## config.mk

```make
export PLATFORM = sky130hd
export DESIGN_NAME = deflection_sync_timing_core
export DESIGN_NICKNAME = d
export VERILOG_FILES = /design/src/deflection_pkg.sv /design/src/deflection_sync_timing_core.sv
export VERILOG_INCLUDE_DIRS = /design/src /design/src/src
export SDC_FILE = /design/constraint.sdc
export NUM_CORES = 1
export LEC_CHECK = 0
export BUFFER_PORTS_ARGS = -buffer_cell sky130_fd_sc_hd__buf_4
export CAP_MARGIN = 40
export CORE_MARGIN = 10
export CORE_UTILIZATION = 60
export CTS_CLUSTER_DIAMETER = 40
export DETAILED_ROUTE_END_ITERATION = 8
export PLACE_DENSITY = 0.83
export SLEW_MARGIN = 10
export SYNTH_ARGS = -nofsm -noshare
export SYNTH_HDL_FRONTEND = slang
export SYNTH_SLANG_ARGS = --single-unit
```

## constraint.sdc

```tcl
create_clock -name mclk -period 25.7 [get_ports mclk]
set_input_delay 2.57 -clock mclk [delete_from_list [all_inputs] [get_ports mclk]]
set_output_delay 2.57 -clock mclk [all_outputs]
set_load 0.01 [all_outputs]
```

## src/deflection_params.svh

```systemverilog
// Offsets, field positions and timing counts for the deflection timing core.
`ifndef DEFLECTION_PARAMS_SVH
`define DEFLECTION_PARAMS_SVH
`define CLAMP_WIDTH 21
`define CLAMP_BASE 35
`define CLAMP_STEP 2
`define HBLANK_BASE 41
`define LINE_NOMINAL 432
`define VBLANK_DELAY 2
`define DEINTERLACE_DISABLE_SAMPLE_EARLY 42
`define DEINTERLACE_DISABLE_SAMPLE_LATE 258
`define SOFT_STEPS 2000
`define DUTY_START_PERMILLE 50
`define DUTY_RUN_PERMILLE 520
`define LINES_MIN 200
`define LINES_MAX 910
`define SLOPE_PER_LINE 72
`define GUARD_SMALL_X12 16
`define GUARD_LARGE_X12 48
`define AMP_FULL_PCT 100
`define AMP_COMP_PCT 75
`define AMP_LOW_PCT 20
`define UNBLANK_LINES 1
`endif

```

## src/deflection_pkg.sv

```systemverilog
// Types shared by the deflection timing core.
package deflection_pkg;
    typedef enum logic [1:0] {V_SCAN, V_WAIT, V_STOP} vstate_t;
    typedef struct packed {
        logic slope_mode_select;
        logic wait_enable;
        logic vsync_edge_polarity;
        logic line_run_enable;
        logic deinterlace_disable;
        logic guardband_select;
        logic vertical_current_reduction;
        logic compression_enable;
        logic deinterlace_phase_select;
        logic clamp_suppress;
    } ctrl_t;
    typedef struct packed {
        logic [5:0] hphase;
        logic [5:0] offcentre;
        logic [2:0] clamp_shift;
        logic [5:0] start_scan;
        logic [15:0] slope;
        logic [7:0] wait_lines;
    } settings_t;
endpackage

```

## src/deflection_sync_timing_core.sv

```systemverilog
// Line and field timing core of the deflection controller.
`include "deflection_params.svh"
module deflection_sync_timing_core #(
    parameter int SOFT_STEPS = `SOFT_STEPS,
    parameter int LINE_W = 10,
    parameter int LINE_CNT_W = 11
) (
    // Clock, reset and freeze.
    input wire logic mclk,
    input wire logic reset_n,
    input wire logic clk_en,
    // Clock prescaler control.
    input wire logic clock_prescaler_bypass,
    // Configuration.
    input wire deflection_pkg::ctrl_t ctrl,
    input wire deflection_pkg::settings_t settings,
    // Sync and flyback inputs.
    input wire logic hsync_in,
    input wire logic vsync_in,
    input wire logic flyback_in,
    input wire logic guard_current_ok,
    // Outputs.
    output logic line_drive_output,
    output logic offcentre_pwm_output,
    output logic sandcastle_blank,
    output logic sandcastle_clamp,
    output logic sandcastle_sense_en,
    output logic [6:0] vertical_amp_pct,
    output deflection_pkg::vstate_t vstate,
    output logic soft_start_active
);
    logic half_ff;
    logic tick;
    logic hs_d_ff, vs_d_ff, fb_d_ff;
    logic h_edge;
    logic [LINE_W-1:0] pos_ff;
    logic [LINE_W-1:0] line_len_ff;
    logic [LINE_W-1:0] fb_centre;
    logic [LINE_W-1:0] hb_start;
    logic [LINE_W-1:0] clamp_start;
    logic [LINE_W-1:0] sample_pos;
    logic [LINE_W-1:0] on_len;
    logic [LINE_W+9:0] on_prod;
    logic [11:0] soft_ff;
    logic [9:0] duty_pm;
    logic drive_ff, pwm_ff, hblank_ff, clamp_ff;
    logic vs_smp_ff;
    logic v_edge;
    logic [1:0] vb_dly_ff;
    logic vblank_ff;
    logic [6:0] vb_lines_ff;
    logic guard_seen_ff;
    logic [LINE_CNT_W-1:0] field_lines_ff;
    logic [LINE_CNT_W-1:0] ref_lines_ff;
    logic [7:0] wait_cnt_ff;
    deflection_pkg::vstate_t vst_ff;
    logic [6:0] amp_ff;

    // Prescaler as a clock enable keeps the design on a single clock tree.
    always_ff @(posedge mclk) begin
        if (!reset_n) half_ff <= 1'b0;
        else if (clk_en) half_ff <= ~half_ff;
    end
    assign tick = clk_en & (clock_prescaler_bypass | half_ff);

    // Edge detectors on synchronous inputs; pulse width limits are assumed.
    always_ff @(posedge mclk) begin
        if (!reset_n) begin
            hs_d_ff <= 1'b0;
            vs_d_ff <= 1'b0;
            fb_d_ff <= 1'b0;
        end else if (tick) begin
            hs_d_ff <= hsync_in;
            vs_d_ff <= vsync_in;
            fb_d_ff <= flyback_in;
        end
    end
    assign h_edge = hsync_in & ~hs_d_ff;

    // Line position counter, restarted on each sync leading edge.
    always_ff @(posedge mclk) begin
        if (!reset_n) begin
            pos_ff <= '0;
            line_len_ff <= LINE_W'(`LINE_NOMINAL);
        end else if (tick) begin
            if (h_edge) begin
                pos_ff <= '0;
                line_len_ff <= pos_ff + LINE_W'(1);
            end else if (pos_ff != '1) begin
                pos_ff <= pos_ff + LINE_W'(1);
            end
        end
    end

    assign fb_centre = LINE_W'(`HBLANK_BASE) + LINE_W'(settings.hphase);
    // Blanking lead of 41-(432-K) with K the measured line length.
    assign hb_start = fb_centre - LINE_W'(`HBLANK_BASE)
                      + LINE_W'(`LINE_NOMINAL) - line_len_ff;
    assign clamp_start = LINE_W'(`CLAMP_BASE)
                         + LINE_W'(settings.clamp_shift) * LINE_W'(`CLAMP_STEP);
    assign sample_pos = ctrl.deinterlace_phase_select ? LINE_W'(`DEINTERLACE_DISABLE_SAMPLE_LATE)
                        : LINE_W'(`DEINTERLACE_DISABLE_SAMPLE_EARLY);

    // Soft start counts lines up to the run duty.
    always_ff @(posedge mclk) begin
        if (!reset_n) soft_ff <= '0;
        else if (tick) begin
            if (!ctrl.line_run_enable) soft_ff <= '0;
            else if (h_edge && soft_ff < 12'(SOFT_STEPS)) soft_ff <= soft_ff + 12'h001;
        end
    end
    assign soft_start_active = ctrl.line_run_enable && soft_ff < 12'(SOFT_STEPS);
    assign duty_pm = soft_start_active
        ? 10'(`DUTY_START_PERMILLE + ((`DUTY_RUN_PERMILLE - `DUTY_START_PERMILLE)
              * int'(soft_ff)) / SOFT_STEPS)
        : 10'(`DUTY_RUN_PERMILLE);
    assign on_prod = line_len_ff * duty_pm;
    assign on_len = LINE_W'(on_prod / 1000);

    always_ff @(posedge mclk) begin
        if (!reset_n) drive_ff <= 1'b0;
        else if (tick) drive_ff <= ctrl.line_run_enable && (pos_ff < on_len);
    end
    assign line_drive_output = drive_ff;

    // PWM period is the line, so it stays phase-locked.
    always_ff @(posedge mclk) begin
        if (!reset_n) pwm_ff <= 1'b0;
        else if (tick) pwm_ff <= (pos_ff[LINE_W-1:3] < (LINE_W-3)'(settings.offcentre));
    end
    assign offcentre_pwm_output = pwm_ff;

    always_ff @(posedge mclk) begin
        if (!reset_n) hblank_ff <= 1'b0;
        else if (tick) begin
            if (pos_ff == hb_start) hblank_ff <= 1'b1;
            else if (fb_d_ff && !flyback_in) hblank_ff <= 1'b0;
        end
    end

    always_ff @(posedge mclk) begin
        if (!reset_n) clamp_ff <= 1'b0;
        else if (tick) begin
            clamp_ff <= (pos_ff >= clamp_start)
                        && (pos_ff < clamp_start + LINE_W'(`CLAMP_WIDTH))
                        && !(ctrl.clamp_suppress && vst_ff != deflection_pkg::V_SCAN);
        end
    end

    // Vertical sync sampling and edge.
    always_ff @(posedge mclk) begin
        if (!reset_n) vs_smp_ff <= 1'b0;
        else if (tick) begin
            if (ctrl.deinterlace_disable) vs_smp_ff <= vsync_in;
            else if (pos_ff == sample_pos) vs_smp_ff <= vsync_in;
        end
    end
    logic vs_prev_ff;
    always_ff @(posedge mclk) begin
        if (!reset_n) vs_prev_ff <= 1'b0;
        else if (tick) vs_prev_ff <= vs_smp_ff;
    end
    assign v_edge = ctrl.vsync_edge_polarity ? (vs_prev_ff & ~vs_smp_ff)
                    : (~vs_prev_ff & vs_smp_ff);

    // Vertical blanking with guard check.
    always_ff @(posedge mclk) begin
        if (!reset_n) begin
            vb_dly_ff <= '0;
            vblank_ff <= 1'b0;
            vb_lines_ff <= '0;
            guard_seen_ff <= 1'b0;
        end else if (tick) begin
            vb_dly_ff <= {vb_dly_ff[0], v_edge};
            if (vb_dly_ff[1]) begin
                vblank_ff <= 1'b1;
                vb_lines_ff <= '0;
                guard_seen_ff <= 1'b0;
            end else if (vblank_ff) begin
                if (sandcastle_sense_en && guard_current_ok) guard_seen_ff <= 1'b1;
                if (h_edge) begin
                    if (vb_lines_ff <= 7'(settings.start_scan)) vb_lines_ff <= vb_lines_ff + 7'h01;
                    else if (guard_seen_ff) vblank_ff <= 1'b0;
                end
            end
        end
    end
    // Unblank window is the line after the first line edge of the blanking interval.
    assign sandcastle_sense_en = vblank_ff && vb_lines_ff == 7'(`UNBLANK_LINES);
    assign sandcastle_blank = (hblank_ff || vblank_ff) && !sandcastle_sense_en;
    assign sandcastle_clamp = clamp_ff && !sandcastle_blank;

    // Field line count, reference and vertical state.
    always_ff @(posedge mclk) begin
        if (!reset_n) begin
            field_lines_ff <= '0;
            ref_lines_ff <= LINE_CNT_W'(`LINES_MAX);
            vst_ff <= deflection_pkg::V_SCAN;
            wait_cnt_ff <= '0;
        end else if (tick) begin
            logic reset_v;
            logic [LINE_CNT_W-1:0] d;
            reset_v = (v_edge && field_lines_ff >= LINE_CNT_W'(`LINES_MIN))
                      || (h_edge && field_lines_ff >= LINE_CNT_W'(`LINES_MAX));
            d = (field_lines_ff > ref_lines_ff) ? field_lines_ff - ref_lines_ff
                : ref_lines_ff - field_lines_ff;
            if (reset_v) begin
                field_lines_ff <= '0;
                vst_ff <= deflection_pkg::V_SCAN;
                // Compare twelve times the difference against the guardband.
                if (({4'h0, d} * 15'(12)) >= (ctrl.guardband_select
                        ? 15'(`GUARD_LARGE_X12) : 15'(`GUARD_SMALL_X12)))
                    ref_lines_ff <= field_lines_ff;
            end else if (h_edge) begin
                field_lines_ff <= field_lines_ff + LINE_CNT_W'(1);
                case (vst_ff)
                    deflection_pkg::V_SCAN: begin
                        if (ctrl.slope_mode_select
                            && {5'h00, field_lines_ff} * 16'(`SLOPE_PER_LINE) >= settings.slope) begin
                            if (ctrl.wait_enable) begin
                                vst_ff <= deflection_pkg::V_WAIT;
                                wait_cnt_ff <= settings.wait_lines;
                            end else vst_ff <= deflection_pkg::V_STOP;
                        end
                    end
                    deflection_pkg::V_WAIT: begin
                        if (wait_cnt_ff == 8'h00) vst_ff <= deflection_pkg::V_STOP;
                        else wait_cnt_ff <= wait_cnt_ff - 8'h01;
                    end
                    deflection_pkg::V_STOP: vst_ff <= deflection_pkg::V_STOP;
                    default: vst_ff <= deflection_pkg::V_SCAN;
                endcase
            end
        end
    end
    assign vstate = vst_ff;

    // Amplitude as a percentage for the analog stage.
    always_ff @(posedge mclk) begin
        if (!reset_n) amp_ff <= 7'(`AMP_LOW_PCT);
        else if (tick) begin
            if (!ctrl.line_run_enable
                || (ctrl.vertical_current_reduction && vst_ff != deflection_pkg::V_SCAN))
                amp_ff <= 7'(`AMP_LOW_PCT);
            else if (ctrl.compression_enable) amp_ff <= 7'(`AMP_COMP_PCT);
            else amp_ff <= 7'(`AMP_FULL_PCT);
        end
    end
    assign vertical_amp_pct = amp_ff;

    a_drive_stops: assert property (@(posedge mclk) disable iff (!reset_n)
        (tick && !ctrl.line_run_enable) |=> !line_drive_output)
        else $error("line drive active while stopped");
    a_vblank_delay: assert property (@(posedge mclk) disable iff (!reset_n)
        (tick && vb_dly_ff[1]) |=> vblank_ff)
        else $error("vertical blanking not started");
    a_amp_low: assert property (@(posedge mclk) disable iff (!reset_n)
        (tick && !ctrl.line_run_enable) |=> vertical_amp_pct == 7'd20)
        else $error("vertical amplitude not reduced");
    a_amp_comp: assert property (@(posedge mclk) disable iff (!reset_n)
        (tick && ctrl.line_run_enable && ctrl.compression_enable && vst_ff == deflection_pkg::V_SCAN)
        |=> vertical_amp_pct == 7'd75)
        else $error("compression amplitude wrong");
    a_clamp_supp: assert property (@(posedge mclk) disable iff (!reset_n)
        (tick && ctrl.clamp_suppress && vst_ff != deflection_pkg::V_SCAN) |=> !clamp_ff)
        else $error("clamp not suppressed");
    a_clamp_pos: assert property (@(posedge mclk) disable iff (!reset_n)
        (tick && pos_ff < LINE_W'(`CLAMP_BASE)) |=> !clamp_ff)
        else $error("clamp too early");
    a_clamp_late: assert property (@(posedge mclk) disable iff (!reset_n)
        (tick && pos_ff >= clamp_start + LINE_W'(`CLAMP_WIDTH)) |=> !clamp_ff)
        else $error("clamp too long");
    a_hblank_set: assert property (@(posedge mclk) disable iff (!reset_n)
        (tick && pos_ff == hb_start) |=> hblank_ff)
        else $error("horizontal blanking not started");
    a_line_restart: assert property (@(posedge mclk) disable iff (!reset_n)
        (tick && h_edge) |=> pos_ff == '0)
        else $error("line counter not restarted");
    a_pwm_high: assert property (@(posedge mclk) disable iff (!reset_n)
        (tick && pos_ff[LINE_W-1:3] < (LINE_W-3)'(settings.offcentre)) |=> offcentre_pwm_output)
        else $error("offcentre pwm low inside duty");
    a_pwm_low: assert property (@(posedge mclk) disable iff (!reset_n)
        (tick && pos_ff[LINE_W-1:3] >= (LINE_W-3)'(settings.offcentre)) |=> !offcentre_pwm_output)
        else $error("offcentre pwm high outside duty");
    a_drive_on: assert property (@(posedge mclk) disable iff (!reset_n)
        (tick && ctrl.line_run_enable && pos_ff < on_len) |=> line_drive_output)
        else $error("line drive missing in conduct window");
    a_drive_off: assert property (@(posedge mclk) disable iff (!reset_n)
        (tick && pos_ff >= on_len) |=> !line_drive_output)
        else $error("line drive beyond conduct window");
    a_guard_latch: assert property (@(posedge mclk) disable iff (!reset_n)
        (tick && !vb_dly_ff[1] && vblank_ff && sandcastle_sense_en && guard_current_ok)
        |=> guard_seen_ff)
        else $error("guard current not latched");
    a_vblank_hold: assert property (@(posedge mclk) disable iff (!reset_n)
        (tick && vblank_ff && !h_edge) |=> vblank_ff)
        else $error("vertical blanking ended off a line edge");
    a_amp_full: assert property (@(posedge mclk) disable iff (!reset_n)
        (tick && ctrl.line_run_enable && !ctrl.compression_enable
         && !ctrl.vertical_current_reduction) |=> vertical_amp_pct == 7'(`AMP_FULL_PCT))
        else $error("full amplitude wrong");
    a_hblank_end: assert property (@(posedge mclk) disable iff (!reset_n)
        (tick && fb_d_ff && !flyback_in && pos_ff != hb_start) |=> !hblank_ff)
        else $error("horizontal blanking not ended");
    a_vblank_guard: assert property (@(posedge mclk) disable iff (!reset_n)
        ($fell(vblank_ff)) |-> $past(guard_seen_ff))
        else $error("blanking ended without guard");
    a_soft_zero: assert property (@(posedge mclk) disable iff (!reset_n)
        (tick && !ctrl.line_run_enable) |=> soft_ff == 12'h000)
        else $error("soft start not rearmed");
    c_soft_done: cover property (@(posedge mclk) disable iff (!reset_n) $fell(soft_start_active));
    c_vblank_end: cover property (@(posedge mclk) disable iff (!reset_n) $fell(vblank_ff));
    c_wait: cover property (@(posedge mclk) disable iff (!reset_n)
        vst_ff == deflection_pkg::V_WAIT);
    c_clamp: cover property (@(posedge mclk) disable iff (!reset_n) $rose(sandcastle_clamp));
    c_stop: cover property (@(posedge mclk) disable iff (!reset_n)
        vst_ff == deflection_pkg::V_STOP);
endmodule // deflection_sync_timing_core

```

==> flow_metrics.tcl <==
set metrics [dict create \
    cpMaxStageDelayCell "or4_1" \
    antenna_cells_inserted 0 \
    antenna_found_initial 0 \
    cts.sinks 78 \
    die_y_um 192 \
    setup_tns_ps 0 \
    status "completed" \
    cap_violations 0 \
    finalNonFillerCells 2713 \
    die_w_um 192 \
    root_buffer "clkbuf_16" \
    relSlewSlack 0.334 \
    fin_util 0.658 \
    required_ps 25960 \
    finClkSkew_ps 5.79 \
    min-delay-start "vertical_amp_pct[4]" \
    fin_crit_sh 0.956 \
    ant_nets 0 \
    reg2reg_setup_slack_ps 1140 \
    fmax_mhz 40.7 \
    clk_pin_slew_worst_paths_ps 50 \
    cp_max_fo 16 \
    gr-total-overflow 0 \
    hold_end "vertical_amp_pct[4]" \
    finalWeightedCongestion 0.974 \
    finalWorstPathRequiredPeriod_ps 24560 \
    ctsHtreeMaxLevel 3 \
    num_rows 62 \
    grt_pass1_vias 16300 \
    final_cell_mix "234 x inv_1, 195 x nand2_1, 193 x ha_1, 191 x nor2_1, 114 x a21oi_1" \
    synthDistinctLibCells 125 \
    cp-startpoint "soft_ff[2]" \
    ir_drop_mv 0.160 \
    via_count 17400 \
    worst_slew_pin_slew_ps 992 \
    setup.worst_path.end_class "register" \
    worst_r2r_endpoint "line_drive_output" \
    final_max_slew_viol_count 0 \
    avgRoutedWirePerCell_um 17.4 \
    numCtsBuffers 9 \
    grt_usage 0.249 \
    dp_cells 2690 \
    mostFrequentLayoutCell "inv_1" \
    start_kind "register" \
    drive_gt1_frac 0.105 \
    grt_max_degree 53 \
    cts_buffer_depth 2 \
    drt_iter0_markers 1854 \
    cts_tree "built" \
    holdPathStages 2 \
    rr_worst_depth 83 \
    wirelength_um 47300 \
    dp_hpwl_um 37200 \
    worst_hold_slack_ps 455 \
    viasPerCell 6.41 \
    drc 0 \
    ys_seq_area_frac 0.0883 \
    arrival_ps 24820 \
    crit-reg2reg-launch "soft_ff[2]" \
    netlist_instances 2301 \
    core_area_um2 28900 \
    syn_area_per_cell_um2 7.68 \
    port-buffer-count 76 \
    p_leak_nw 8.33 \
    synth_async_sr_flop_share 0 \
    syn_area_um2 17700 \
    crit_path_frequent_cell "fa_1" \
    clock_latency_ps 340 \
    holdCritPathClass "reg -> reg" \
    synth-edff-count 0 \
    setup_violations 0 \
    hold_viol_final 0 \
    start_util 0.613 \
    area_growth_pct 7.32 \
    ys_ff_latch 78 \
    grt_pass1_wl_um 78700 \
    ios 78 \
    nets 2681 \
    ys_warn_count 0 \
    crit_type "reg -> reg" \
    pwr_density_cell_nw_per_um2 96.4 \
    slowest_delay_ps 680 \
    syn_nets 2657 \
    die_area_um2 36700 \
    synthFlopType "dfxtp_1" \
    drt_first_pass_iters 8 \
]
how the worst max path moves through the flow:
stage / to / cells past startpoint
finish: line_drive_output / 83
global route: line_drive_output / 83
CTS: line_drive_output / 82
detailed placement: line_drive_output / 82
global placement: line_drive_output / 83
floorplan: line_drive_output / 90
logic make-up (layout without fill, tap and decap cells):
| logic type | Yosys count | in the layout | synth area share |
|---|---|---|---|
| AO/OA/AOI/OAI | 666 | 666 | 0.278 |
| XOR/XNOR | 137 | 137 | 0.0695 |
| adder cells (fa/ha/maj) | 297 | 297 | 0.252 |
| buffers and inverters | 319 | 347 | 0.0715 |
| flip-flops | 78 | 78 | 0.0883 |
| multiplexers | 37 | 37 | 0.0219 |
| AND/OR/NAND/NOR | 767 | 767 | 0.219 |
registers in the layout, summed over array words and instances (netlist names), 2 cells and up:
| register | count |
|---|---|
| soft_ff | 12 |
| field_lines_ff | 11 |
| line_len_ff | 10 |
| pos_ff | 10 |
| wait_cnt_ff | 8 |
| vb_lines_ff | 7 |
| vertical_amp_pct | 5 |
| vb_dly_ff | 2 |
| vstate | 2 |
metrics by stage:
| step | worst slack, ps | area (um2) | power [mW] |
|---|---|---|---|
| after CTS | 174 | 18700 | 1.75 |
| after global placement | 842 | 18400 | 1.58 |
| after global routing | -85.0 | 19000 | 2.00 |
| after detailed placement | 233 | 18400 | 1.63 |
| final | 1140 | 19000 | 1.83 |
| after floorplan | 4340 | 17700 | 1.38 |
critical path: cells and delay by family, from the launching register on:
kind                     cells  cell delay (ps)
AO/OA/AOI/OAI               34             9540
XOR/XNOR                     3              820
adder cells (fa/ha/maj)     13             5780
buffers and inverters        9              970
flip-flops                   1              430
multiplexers                 2              590
AND/OR/NAND/NOR             22             6300
where the power goes:
group	switching (mW)	internal (mW)	leakage, nW
Sequential	0.00549	0.125	0.632
Combinational	0.978	0.605	7.57
Clock	0.0480	0.0675	0.129
repair_timing:
action                                 CTS  global route
buffers inserted                         0             6
setup endpoints to repair                0             1
resized for setup                        0            37
endpoints found under the hold margin    0             0
hold buffers                             0             0
cells in the mapped netlist, types with 32 or more instances:
library cell,number,area share
o21ai_0,115,0.033
fa_1,100,0.11
ha_1,193,0.14
xor2_1,41,0.020
xnor2_1,93,0.046
a211oi_1,34,0.014
nand3_1,55,0.016
nand2_1,196,0.042
and2_1,46,0.016
a21o_1,38,0.016
inv_1,234,0.050
nor2_1,196,0.042
a21oi_1,116,0.033
nor2b_1,40,0.014
clkbuf_1,53,0.011
dfxtp_1,78,0.088
o211ai_1,32,0.014
nor3_1,67,0.019
metal layers:
layer | wire length, um | track usage | vias up
li1 | - | - | 8351
met1 | 21500 | 0.345 | 8370
met2 | 21800 | 0.406 | 622
met3 | 3260 | 0.0297 | 56
met4 | 674 | 0.0520 | 0
met5 | 0 | 0 | -
final cells by class:
class | instances | area, um2
Clock buffer | 12 | 246
Tap cell | 384 | 480
Clock inverter | 3 | 21.3
Inverter | 240 | 906
Fill cell | 2464 | 9880
Timing Repair Buffer | 92 | 698
Multi-Input combinational cell | 1904 | 15100
Sequential cell | 78 | 1560
No activity file was read; power rests on OpenSTA's default activity.
